--- config.mk ---
export PLATFORM = sky130hd
export DESIGN_NAME = flr_top
export DESIGN_NICKNAME = d
export VERILOG_FILES = /design/src/rtl/flr_pkg.sv /design/src/rtl/flr_top.sv /design/src/rtl/flr_sync.sv /design/src/rtl/flr_nvm.sv
export SDC_FILE = /design/constraint.sdc
export NUM_CORES = 2
export LEC_CHECK = 0
export BUFFER_PORTS_ARGS = -buffer_cell sky130_fd_sc_hd__buf_4
export CAP_MARGIN = 40
export CORE_UTILIZATION = 49
export DETAILED_ROUTE_END_ITERATION = 8
export GPL_TIMING_DRIVEN = 0
export HOLD_SLACK_MARGIN = 0.1
export PLACE_DENSITY = 0.68
export SYNTH_ARGS = -nofsm -noshare
export SYNTH_HDL_FRONTEND = slang
export SYNTH_SLANG_ARGS = --single-unit
--- constraint.sdc ---
create_clock -name clk_sys -period 42 [get_ports clk_sys]
set_clock_uncertainty 0.05 [all_clocks]
set_input_delay 6.3 -clock clk_sys [delete_from_list [all_inputs] [get_ports clk_sys]]
set_output_delay 6.3 -clock clk_sys [all_outputs]
set_load 0.02 [all_outputs]
--- src/rtl/flr_pkg.sv ---
/*
 * Constants, types and encodings shared by the fault log recorder.
 * Assumes a 50 MHz system clock and an I2C/PMBus host on the serial pins.
 */
//
// Operation
// - Log readable only after fault since erase
// - Log kept nonvolatile, removed only by erase
// - No log: byte count zero, no payload
// - Log present: exactly 147 payload bytes
// - RAM log holds all six events
// - EEPROM log: events five, six copy fourth
// - Fault near power-up may hold invalid pages
// - Log read is read-only block read
// - Forced save runs the fault save sequence
// - Forced save sets status bit 3 if enabled
// - Hot die: capture to RAM, hold EEPROM write
// - Held log written once die below 125C
// - Temperature hold also covers automatic faults
// - Bytes 0-3 carry preface signature
// - Bytes 5-10 carry timestamp, low byte first
// - Bytes 11-14 output voltage peaks, high first
// - Bytes 15-18 output current peaks, high first
// - Bytes 19-20 input voltage peak, high first
// - Bytes 21-22 channel 0 external temperature
// - Voltage fields hold mantissa only
// - Saved log locked against automatic overwrite
// - Finish sweep, then save header and events
package flr_pkg;

	// ---------------------------------------------
	// Clock and timing
	// ---------------------------------------------
	localparam int CLK_MHZ = 50;
	localparam int NVM_WR_NS = 1000;
	localparam int NVM_WR_CYC = (NVM_WR_NS * CLK_MHZ + 999) / 1000;

	// ---------------------------------------------
	// Bus address and command codes
	// ---------------------------------------------
	localparam logic [6:0] DEV_ADDR = 7'h4f;
	localparam logic [7:0] CMD_READ = 8'hee;
	localparam logic [7:0] CMD_FSAVE = 8'hea;
	localparam logic [7:0] CMD_ERASE = 8'hec;
	localparam logic [7:0] IDLE_BYTE = 8'hff;

	// ---------------------------------------------
	// Log layout
	// ---------------------------------------------
	localparam logic [7:0] LOG_LEN = 8'h93;
	localparam logic [7:0] HDR_LEN = 8'h1b;
	localparam logic [7:0] EV_LEN = 8'h14;
	localparam logic [2:0] EV_NUM = 3'h6;
	localparam logic [6:0] NVM_LEN = 7'h6b;
	localparam logic [6:0] NVM_MARK_ADDR = 7'h6b;
	localparam logic [7:0] NVM_MARK = 8'ha5;
	localparam logic [7:0] NVM_BLANK = 8'h00;
	// Preface signature; value is arbitrary
	localparam logic [31:0] PREFACE = 32'h464c_0001;

	// ---------------------------------------------
	// Temperature thresholds and bit positions
	// ---------------------------------------------
	localparam logic signed [15:0] TEMP_HOT_C = 16'sh0082;
	localparam logic signed [15:0] TEMP_COOL_C = 16'sh007d;
	localparam int CFG_LOG_EN_BIT = 7;
	localparam int VSTAT_FSAVE_BIT = 3;

	// ---------------------------------------------
	// Types
	// ---------------------------------------------
	typedef struct packed {
		logic [7:0] fault_src;
		logic [47:0] shared_clock_timestamp;
		logic [15:0] output_voltage_peak0;
		logic [15:0] output_voltage_peak1;
		logic [15:0] output_current_peak0;
		logic [15:0] output_current_peak1;
		logic [15:0] input_voltage_peak;
		logic [15:0] external_temp_reading0;
		logic [15:0] external_temp_reading1;
		logic [15:0] die_temp_reading;
	} flr_snap_type;

	typedef logic [159:0] flr_event_type;

	typedef enum logic [2:0] {B_IDLE, B_ADDR, B_CMD, B_ACK, B_TX, B_TXACK, B_SKIP} flr_bus_type;
	typedef enum logic [1:0] {L_IDLE, L_WAIT, L_COPY, L_SAVE} flr_log_type;

endpackage

--- src/rtl/flr_top.sv ---
/*
 * Fault log recorder: captures a snapshot on a fault or forced save,
 * saves it to the nonvolatile partition under temperature gating,
 * and serves it as a block read over the serial bus.
 * Assumes snapshot inputs are stable and sweep_done pulses once per sweep.
 */
`timescale 1ns/1ps
module flr_top (
	input logic clk_sys,
	input logic srst,
	input logic scl_i,
	input logic sda_i,
	output logic sda_o,
	output logic sda_oe,
	input logic fault_evt,
	input logic sweep_done,
	input flr_pkg::flr_snap_type snap,
	input flr_pkg::flr_event_type event_rec,
	input logic [15:0] global_config_word,
	input logic signed [15:0] die_temp_c,
	input logic vstat_clr,
	output logic [7:0] vendor_status_byte,
	output logic log_present,
	output logic save_pending
);
	import flr_pkg::*;

	typedef struct packed {
		flr_bus_type bst;
		logic [3:0] bitc;
		logic [7:0] sh;
		logic rd;
		logic [7:0] cmd;
		logic cmd_ok;
		logic extra;
		logic [7:0] idx;
		logic src_nvm;
		logic present;
		logic scl_d;
		logic sda_d;
		logic sda_oe;
		flr_log_type lst;
		logic [7:0] ci;
		logic ram_valid;
		logic hot;
		logic pend_save;
		logic pend_erase;
		logic [2:0] wp;
		logic [7:0] vstat;
		flr_snap_type hdr;
	} flr_state_type;

	flr_state_type st_r;
	flr_state_type st_nxt;

	logic [7:0] log_ram [0:LOG_LEN-1];
	flr_event_type ev_ring [0:EV_NUM-1];

	logic [1:0] pins_s;
	logic scl_s;
	logic sda_s;
	logic rise;
	logic fall;
	logic start;
	logic stop;
	logic force_req;
	logic erase_req;
	logic [7:0] sel;
	logic [7:0] tx_byte;
	logic [7:0] cap_byte;
	logic [7:0] eo;
	logic [2:0] ev_k;
	logic nvm_we;
	logic [6:0] nvm_waddr;
	logic [7:0] nvm_wdata;
	logic nvm_rdy;
	logic [6:0] nvm_raddr;
	logic [7:0] nvm_rdata;
	logic nvm_valid;
	logic ring_we;
	logic [215:0] hdr_vec;

	// ---------------------------------------------
	// Helpers
	// ---------------------------------------------
	// Events five and six of a stored log repeat event four
	function automatic logic [6:0] nvm_map(input logic [7:0] i);
		logic [7:0] r;
		r = i;
		if (i >= 8'(NVM_LEN))
			r = i - EV_LEN * (8'((i - 8'(NVM_LEN)) / EV_LEN) + 8'h1);
		return r[6:0];
	endfunction

	// Ring slot of event k, k zero being the most recent
	function automatic logic [2:0] ring_slot(input logic [2:0] wp, input logic [2:0] k);
		logic [3:0] s;
		s = 4'(wp) + 4'(EV_NUM) - 4'h1 - 4'(k);
		if (s >= 4'(EV_NUM))
			s = s - 4'(EV_NUM);
		return s[2:0];
	endfunction

	// ---------------------------------------------
	// Pin synchroniser and nonvolatile store
	// ---------------------------------------------
	flr_sync u_sync (
		.clk_sys(clk_sys),
		.srst(srst),
		.pin_i({scl_i, sda_i}),
		.level_o(pins_s)
	);

	flr_nvm u_nvm (
		.clk_sys(clk_sys),
		.srst(srst),
		.we(nvm_we),
		.waddr(nvm_waddr),
		.wdata(nvm_wdata),
		.rdy(nvm_rdy),
		.raddr(nvm_raddr),
		.rdata(nvm_rdata),
		.valid(nvm_valid)
	);

	assign scl_s = pins_s[1];
	assign sda_s = pins_s[0];
	assign rise = scl_s & ~st_r.scl_d;
	assign fall = ~scl_s & st_r.scl_d;
	assign start = scl_s & st_r.scl_d & st_r.sda_d & ~sda_s;
	assign stop = scl_s & st_r.scl_d & ~st_r.sda_d & sda_s;

	// ---------------------------------------------
	// Header layout, byte 0 at the top
	// ---------------------------------------------
	assign hdr_vec = {
		PREFACE,
		st_r.hdr.fault_src,
		st_r.hdr.shared_clock_timestamp[7:0],
		st_r.hdr.shared_clock_timestamp[15:8],
		st_r.hdr.shared_clock_timestamp[23:16],
		st_r.hdr.shared_clock_timestamp[31:24],
		st_r.hdr.shared_clock_timestamp[39:32],
		st_r.hdr.shared_clock_timestamp[47:40],
		st_r.hdr.output_voltage_peak0,
		st_r.hdr.output_voltage_peak1,
		st_r.hdr.output_current_peak0,
		st_r.hdr.output_current_peak1,
		st_r.hdr.input_voltage_peak,
		st_r.hdr.external_temp_reading0,
		st_r.hdr.external_temp_reading1,
		st_r.hdr.die_temp_reading
	};

	// ---------------------------------------------
	// Capture byte and transmit byte
	// ---------------------------------------------
	always_comb
	begin
		eo = st_r.ci - HDR_LEN;
		ev_k = 3'(eo / EV_LEN);
		if (st_r.ci < HDR_LEN)
			cap_byte = hdr_vec[8'(HDR_LEN - 8'h1 - st_r.ci) * 8 +: 8];
		else
			cap_byte = ev_ring[ring_slot(st_r.wp, ev_k)][8'(eo % EV_LEN) * 8 +: 8];
	end

	assign sel = (st_r.bst == B_ACK) ? 8'h00 : st_r.idx + 8'h1;
	assign nvm_raddr = nvm_we ? 7'h00 : nvm_map(sel - 8'h1);

	always_comb
	begin
		tx_byte = IDLE_BYTE;
		if (st_r.cmd != CMD_READ)
			tx_byte = IDLE_BYTE;
		else if (sel == 8'h00)
			tx_byte = st_r.present ? LOG_LEN : 8'h00;
		else if (!st_r.present || sel > LOG_LEN)
			tx_byte = IDLE_BYTE;
		else if (st_r.src_nvm)
			tx_byte = nvm_rdata;
		else
			tx_byte = log_ram[sel - 8'h1];
	end

	// ---------------------------------------------
	// Nonvolatile write sequencing
	// ---------------------------------------------
	always_comb
	begin
		nvm_we = 1'b0;
		nvm_waddr = NVM_MARK_ADDR;
		nvm_wdata = NVM_BLANK;
		if (st_r.lst == L_IDLE && st_r.pend_erase && !st_r.hot)
			nvm_we = nvm_rdy;
		else if (st_r.lst == L_SAVE && !st_r.hot)
		begin
			nvm_we = nvm_rdy;
			if (st_r.ci == 8'h00)
				nvm_wdata = NVM_BLANK;
			else if (st_r.ci <= 8'(NVM_LEN))
			begin
				nvm_waddr = 7'(st_r.ci - 8'h1);
				nvm_wdata = log_ram[st_r.ci - 8'h1];
			end
			else
				nvm_wdata = NVM_MARK;
		end
	end

	// Event ring is frozen while a capture copies it
	assign ring_we = sweep_done && st_r.lst != L_COPY;

	// ---------------------------------------------
	// Next state
	// ---------------------------------------------
	always_comb
	begin
		st_nxt = st_r;
		force_req = 1'b0;
		erase_req = 1'b0;
		st_nxt.scl_d = scl_s;
		st_nxt.sda_d = sda_s;

		// Bus slave
		if (start)
		begin
			st_nxt.bst = B_ADDR;
			st_nxt.bitc = 4'h0;
			st_nxt.sda_oe = 1'b0;
		end
		else if (stop)
		begin
			if (!st_r.rd && st_r.cmd_ok && !st_r.extra)
			begin
				force_req = (st_r.cmd == CMD_FSAVE);
				erase_req = (st_r.cmd == CMD_ERASE);
			end
			st_nxt.bst = B_IDLE;
			st_nxt.sda_oe = 1'b0;
			st_nxt.cmd_ok = 1'b0;
			st_nxt.extra = 1'b0;
		end
		else
		begin
			case (st_r.bst)
				B_ADDR, B_CMD:
				begin
					if (rise)
					begin
						st_nxt.sh = {st_r.sh[6:0], sda_s};
						st_nxt.bitc = st_r.bitc + 4'h1;
					end
					else if (fall && st_r.bitc == 4'h8)
					begin
						st_nxt.bst = B_ACK;
						st_nxt.sda_oe = 1'b1;
						if (st_r.bst == B_ADDR)
						begin
							st_nxt.rd = st_r.sh[0];
							st_nxt.src_nvm = !st_r.ram_valid;
							st_nxt.present = st_r.ram_valid | nvm_valid;
							if (st_r.sh[7:1] != DEV_ADDR)
							begin
								st_nxt.bst = B_SKIP;
								st_nxt.sda_oe = 1'b0;
							end
						end
						else if (!st_r.cmd_ok)
						begin
							st_nxt.cmd = st_r.sh;
							st_nxt.cmd_ok = 1'b1;
						end
						else
							st_nxt.extra = 1'b1;
					end
				end
				B_ACK:
				begin
					if (fall)
					begin
						st_nxt.bitc = 4'h0;
						st_nxt.sda_oe = 1'b0;
						st_nxt.bst = B_CMD;
						if (st_r.rd)
						begin
							st_nxt.bst = B_TX;
							st_nxt.idx = 8'h00;
							st_nxt.sh = {tx_byte[6:0], 1'b0};
							st_nxt.sda_oe = ~tx_byte[7];
							st_nxt.bitc = 4'h1;
						end
					end
				end
				B_TX:
				begin
					if (fall)
					begin
						if (st_r.bitc == 4'h8)
						begin
							st_nxt.sda_oe = 1'b0;
							st_nxt.bst = B_TXACK;
						end
						else
						begin
							st_nxt.sda_oe = ~st_r.sh[7];
							st_nxt.sh = {st_r.sh[6:0], 1'b0};
							st_nxt.bitc = st_r.bitc + 4'h1;
						end
					end
				end
				B_TXACK:
				begin
					if (rise && sda_s)
						st_nxt.bst = B_SKIP;
					else if (fall)
					begin
						st_nxt.bst = B_TX;
						st_nxt.idx = st_r.idx + 8'h1;
						st_nxt.sh = {tx_byte[6:0], 1'b0};
						st_nxt.sda_oe = ~tx_byte[7];
						st_nxt.bitc = 4'h1;
					end
				end
				default:
				begin
					st_nxt.sda_oe = 1'b0;
				end
			endcase
		end

		// Die temperature with hysteresis
		if (die_temp_c > TEMP_HOT_C)
			st_nxt.hot = 1'b1;
		else if (die_temp_c < TEMP_COOL_C)
			st_nxt.hot = 1'b0;

		// Vendor status: set wins over clear
		if (vstat_clr)
			st_nxt.vstat[VSTAT_FSAVE_BIT] = 1'b0;
		if (force_req && global_config_word[CFG_LOG_EN_BIT])
			st_nxt.vstat[VSTAT_FSAVE_BIT] = 1'b1;

		if (ring_we)
			st_nxt.wp = (st_r.wp == EV_NUM - 3'h1) ? 3'h0 : st_r.wp + 3'h1;

		// Log sequencer
		case (st_r.lst)
			L_IDLE:
			begin
				if (st_r.pend_erase && !st_r.hot && nvm_rdy)
					st_nxt.pend_erase = 1'b0;
				else if (st_r.pend_save && !st_r.pend_erase)
				begin
					st_nxt.lst = L_SAVE;
					st_nxt.ci = 8'h00;
				end
				else if (force_req)
					st_nxt.lst = L_WAIT;
				else if (fault_evt && global_config_word[CFG_LOG_EN_BIT] && !nvm_valid
					&& !st_r.ram_valid)
					st_nxt.lst = L_WAIT;
			end
			L_WAIT:
			begin
				if (sweep_done)
				begin
					st_nxt.hdr = snap;
					st_nxt.ci = 8'h00;
					st_nxt.ram_valid = 1'b0;
					st_nxt.lst = L_COPY;
				end
			end
			L_COPY:
			begin
				st_nxt.ci = st_r.ci + 8'h1;
				if (st_r.ci == LOG_LEN - 8'h1)
				begin
					st_nxt.ram_valid = 1'b1;
					st_nxt.pend_save = 1'b1;
					st_nxt.lst = L_IDLE;
				end
			end
			L_SAVE:
			begin
				if (nvm_we)
				begin
					st_nxt.ci = st_r.ci + 8'h1;
					if (st_r.ci == 8'(NVM_LEN) + 8'h1)
					begin
						st_nxt.pend_save = 1'b0;
						st_nxt.lst = L_IDLE;
					end
				end
			end
			default:
			begin
				st_nxt.lst = L_IDLE;
			end
		endcase

		// Erase drops the log and abandons any capture or save
		if (erase_req)
		begin
			st_nxt.lst = L_IDLE;
			st_nxt.ram_valid = 1'b0;
			st_nxt.pend_save = 1'b0;
			st_nxt.pend_erase = 1'b1;
		end
	end

	// ---------------------------------------------
	// Registers and memories
	// ---------------------------------------------
	always_ff @(posedge clk_sys)
	begin
		if (srst)
		begin
			st_r <= '0;
			st_r.scl_d <= 1'b1;
			st_r.sda_d <= 1'b1;
		end
		else
			st_r <= st_nxt;
	end

	always_ff @(posedge clk_sys)
	begin
		if (st_r.lst == L_COPY)
			log_ram[st_r.ci] <= cap_byte;
		if (ring_we)
			ev_ring[st_r.wp] <= event_rec;
	end

	assign sda_o = 1'b0;
	assign sda_oe = st_r.sda_oe;
	assign vendor_status_byte = st_r.vstat;
	assign log_present = st_r.ram_valid | nvm_valid;
	assign save_pending = st_r.pend_save;
endmodule // flr_top

--- src/rtl/flr_sync.sv ---
/*
 * Three-stage input synchroniser for the serial clock and data pins.
 * Assumes pins idle high; output changes once stages two and three agree.
 */
`timescale 1ns/1ps
module flr_sync (
	input logic clk_sys,
	input logic srst,
	input logic [1:0] pin_i,
	output logic [1:0] level_o
);
	logic [1:0] s1_r;
	logic [1:0] s2_r;
	logic [1:0] s3_r;

	always_ff @(posedge clk_sys)
	begin
		if (srst)
		begin
			s1_r <= 2'h3;
			s2_r <= 2'h3;
			s3_r <= 2'h3;
			level_o <= 2'h3;
		end
		else
		begin
			s1_r <= pin_i;
			s2_r <= s1_r;
			s3_r <= s2_r;
			for (int i = 0; i < 2; i++)
			begin
				if (s2_r[i] == s3_r[i])
					level_o[i] <= s3_r[i];
			end
		end
	end
endmodule // flr_sync

--- src/rtl/flr_nvm.sv ---
/*
 * Nonvolatile log partition: header plus four events and a validity mark.
 * Assumes one byte write at a time; contents are not touched by reset.
 */
`timescale 1ns/1ps
module flr_nvm
	import flr_pkg::*;
(
	input logic clk_sys,
	input logic srst,
	input logic we,
	input logic [6:0] waddr,
	input logic [7:0] wdata,
	output logic rdy,
	input logic [6:0] raddr,
	output logic [7:0] rdata,
	output logic valid
);
	logic [7:0] mem [0:NVM_MARK_ADDR];
	logic [15:0] busy_r;

	// Array has no reset so a stored log outlives reset
	always_ff @(posedge clk_sys)
	begin
		if (we && rdy)
			mem[waddr] <= wdata;
	end

	always_ff @(posedge clk_sys)
	begin
		if (srst)
			busy_r <= 16'h0;
		else if (we && rdy)
			busy_r <= 16'(NVM_WR_CYC);
		else if (busy_r != 16'h0)
			busy_r <= busy_r - 16'h1;
	end

	assign rdy = (busy_r == 16'h0);
	assign rdata = (raddr <= NVM_MARK_ADDR) ? mem[raddr] : 8'h00;
	assign valid = (mem[NVM_MARK_ADDR] == NVM_MARK);
endmodule // flr_nvm

==> summary.txt <==
Status -> complete, no violations
Post-CTS resize count -> 0
Reg2Reg Depth -> 43
CTS tree -> yes
Fin worst setup slack -> 28260 ps
Ys flop type -> edfxtp_1
Die width -> 539 µm
Vias in the first global route -> 96533
Hold WC Path Type -> reg -> reg
Actual slew at the worst max-slew pin -> 1110 ps
Input/output buffers -> 370
Starting density of the core -> 49.4%
Worst skew pair latency -> 970 ps
Worst slew margin -> 25.6%
P_int -> 5810 µW
ANT nets after route -> 0
Slew Limit Fails -> 0
Crit-path max FO -> 10
CTS sink cnt -> 3265
Period minus WS final -> 13740 ps
Synth async-reset ratio -> 0%
CP Class -> reg -> reg
Ratio of cells with drive above 1 in the final layout -> 26.1%
Root buffer cell -> clkbuf_16
GPL Wtd Cong -> 1.08
Crit path DAT -> 14560 ps
Core area -> 286000 µm²
Initial antenna violation count -> 78
CP max-delay cell -> xnor2_4
Postcts setup bufs -> 0
Total gr overflow -> 0
FMAX -> 72.8 MHz
Seq/Total Area, Yosys -> 67.5%
Peak supply drop -> 39.1 µV
Total GRT Usage -> 38.7%
Crit path launch type -> flop
H-tree Lvls -> 5
CTS Buffer Depth -> 4
CP delay by family, top -> buffers and inverters
Cell depth of the worst setup path -> 43
Flop pwr share -> 46.5%
Final count of hold timing violations -> 0
Area of the multi-input gates -> 43300 µm²
Length of the first detailed-routing pass in iterations -> 8
Largest stage delay, worst path -> 860 ps
Final setup TNS -> 0 ps
Clock share of power -> 38.2%
Vias per cell -> 6.86
Cells after Synth -> 9170
Most frequent cells in the layout -> edfxtp_1 (3000), nand2_1 (1723), mux4_2 (930)
Via Count -> 101324
Fin nets -> 11098
Comb pwr share -> 15.3%
Post-Route WL -> 572000 µm
Hold_ws -> 368 ps
Pre-CTS setup slack -> 29240 ps
Cell Rows -> 196
# Max-Cap Violations -> 0
Layout Area Growth over Synthesis -> 19.2%
I/O Pins -> 395
Switching Share -> 26.8%
Clock slew at reported path FFs -> 60 ps
RSZ-0062 raised after global routing -> false
Power per cell area -> 47.1 nW/µm²
Switching power -> 2130 µW
Post-synthesis register bit count -> 3265
Inserted Clock Buffers -> 342
Post-synth cell types -> 103
HPWL after detailed placement -> 429000 µm
DRC violations left -> 0
Detailed-route wire length per cell -> 38.7 µm
First-pass GRT wire length -> 772000 µm
Most common cell after layout, fill and taps aside -> edfxtp_1
Hold Path Depth -> 1
Mapped Avg Cell Area -> 15.4 µm²
CP most frequent cell -> clkbuf_1
CTS hold repair buffers -> 0
Cell Area, Synth -> 141000 µm²
Critical path data required time -> 42820 ps
Number of flops mapped to enable cells by yosys -> 3000
Die Y -> 539 µm
Sequential cell area -> 95400 µm²
YS warnings -> 0
Leakage Power -> 0.0543 µW
Final setup viols -> 0
CP Capture Type -> flop
Final worst path period share -> 32.7%
Largest net degree at the start of global routing -> 79
Fillers -> 21562
Crit path buf inv count -> 16
Initial DRC Count -> 17917
Die ar. -> 291000 µm²
## synth_stat cells (10+ instances only)
cell type,count,area [µm²]
a2111oi_0,11,96.3
a211o_1,17,149
a211oi_1,90,676
a21oi_1,360,1800
a221oi_1,11,96.3
a311oi_1,151,1320
a31oi_1,110,688
and2_1,14,87.6
and3_1,146,913
buf_1,131,492
buf_2,85,425
buf_4,26,195
clkbuf_1,412,1550
dfxtp_1,265,5310
edfxtp_1,3000,90100
ha_1,28,350
inv_1,35,131
mux2_2,21,236
mux2i_1,117,1170
mux4_2,930,20900
nand2_1,1723,6470
nand2b_1,18,113
nand3_1,414,2070
nand4_1,17,106
nor2_1,472,1770
nor2b_1,27,169
nor3_1,68,340
nor4_1,22,138
o211ai_1,35,263
o21a_1,10,75.1
o21ai_0,86,430
o22ai_1,45,282
o31ai_1,12,90.1
or2_2,19,119
or3_1,14,87.6
xnor2_1,40,350
xor2_1,10,87.6
## state kept, by name, summed over array words and instances, names as in the netlist, 16 cells and up
register / cells
u_nvm.busy_r: 16
hdr_vec: 184
u_nvm.mem: 864
ev_ring: 960
st_r: 54
log_ram: 1176
## area by class of cell
type,count,share of cell area (%)
diodes,57,0.0846
plain buffers,658,1.65
clock buffers,412,5.41
clock inverters,206,1.10
inverters,43,0.0987
multi-input cells,5211,25.7
flip-flops and latches,3265,56.6
well taps,3762,2.79
repair buffers,1164,6.58
## kinds of logic (layout without fill, tap and decap cells)
group | count (synthesis) | count (layout) | synth area share [%]
DFF | 3265 | 3265 | 67.5
and+or+nand+nor | 2994 | 2994 | 9.02
muxes | 1068 | 1068 | 15.8
AOI/OAI and AO/OA | 1056 | 1056 | 5.01
buffers and inverters | 701 | 2483 | 2.03
xor gates and xnor gates | 54 | 54 | 0.368
adders and majority gates | 31 | 31 | 0.283
other | 1 | 65 | 0.00265
## power by group through the flow
stage	registers, µW	logic (µW)	clock network (µW)
2_1_floorplan	3790	569	0
3_3_place_gp	3840	1030	0
3_5_place_dp	3760	1160	0
4_1_cts	3690	1170	3020
5_1_grt	3690	1230	3140
6_report	3690	1220	3030
## stage by stage
step / power, µW / std cells / util, % / area [µm²]
final: 7940 / 14778 / 58.9 / 169000
after global routing: 8060 / 14726 / 58.9 / 168000
after CTS: 7880 / 14698 / 58.8 / 168000
after detailed placement: 4920 / 14080 / 55.0 / 157000
after global placement: 4870 / 13309 / 52.1 / 149000
after floorplan: 4360 / 9177 / - / 141000
## worst reg2reg max path: cells and delay by family, from the launching register on
| kind | cells | cell delay (ps) |
|---|---|---|
| DFF | 1 | 450 |
| and+or+nand+nor | 5 | 1260 |
| buffers and inverters | 16 | 5350 |
| AOI/OAI and AO/OA | 12 | 3140 |
| adders and majority gates | 5 | 1310 |
| xor gates and xnor gates | 4 | 1780 |
| muxes | 1 | 300 |
## final timing paths
| path | from | endpoint | slack, ps |
|---|---|---|---|
| hold reg to reg | u_sync.s1_r[1] | u_sync.s2_r[1] | 370 |
| setup / recovery | st_r[214] | st_r[238] | 28260 |
| hold / removal | u_sync.s1_r[1] | u_sync.s2_r[1] | 370 |
| setup reg to reg | st_r[214] | st_r[238] | 28260 |
## routing by layer
layer	GRT usage (%)	part of all wire [%]	up-vias
met4	25.3	8.0	72
met1	48.3	33	50679
met3	15.6	16	2164
met2	55.9	43	9322
met5	0	0.082	-
li1	-	-	39087
No activity file was read; power rests on OpenSTA's default activity.
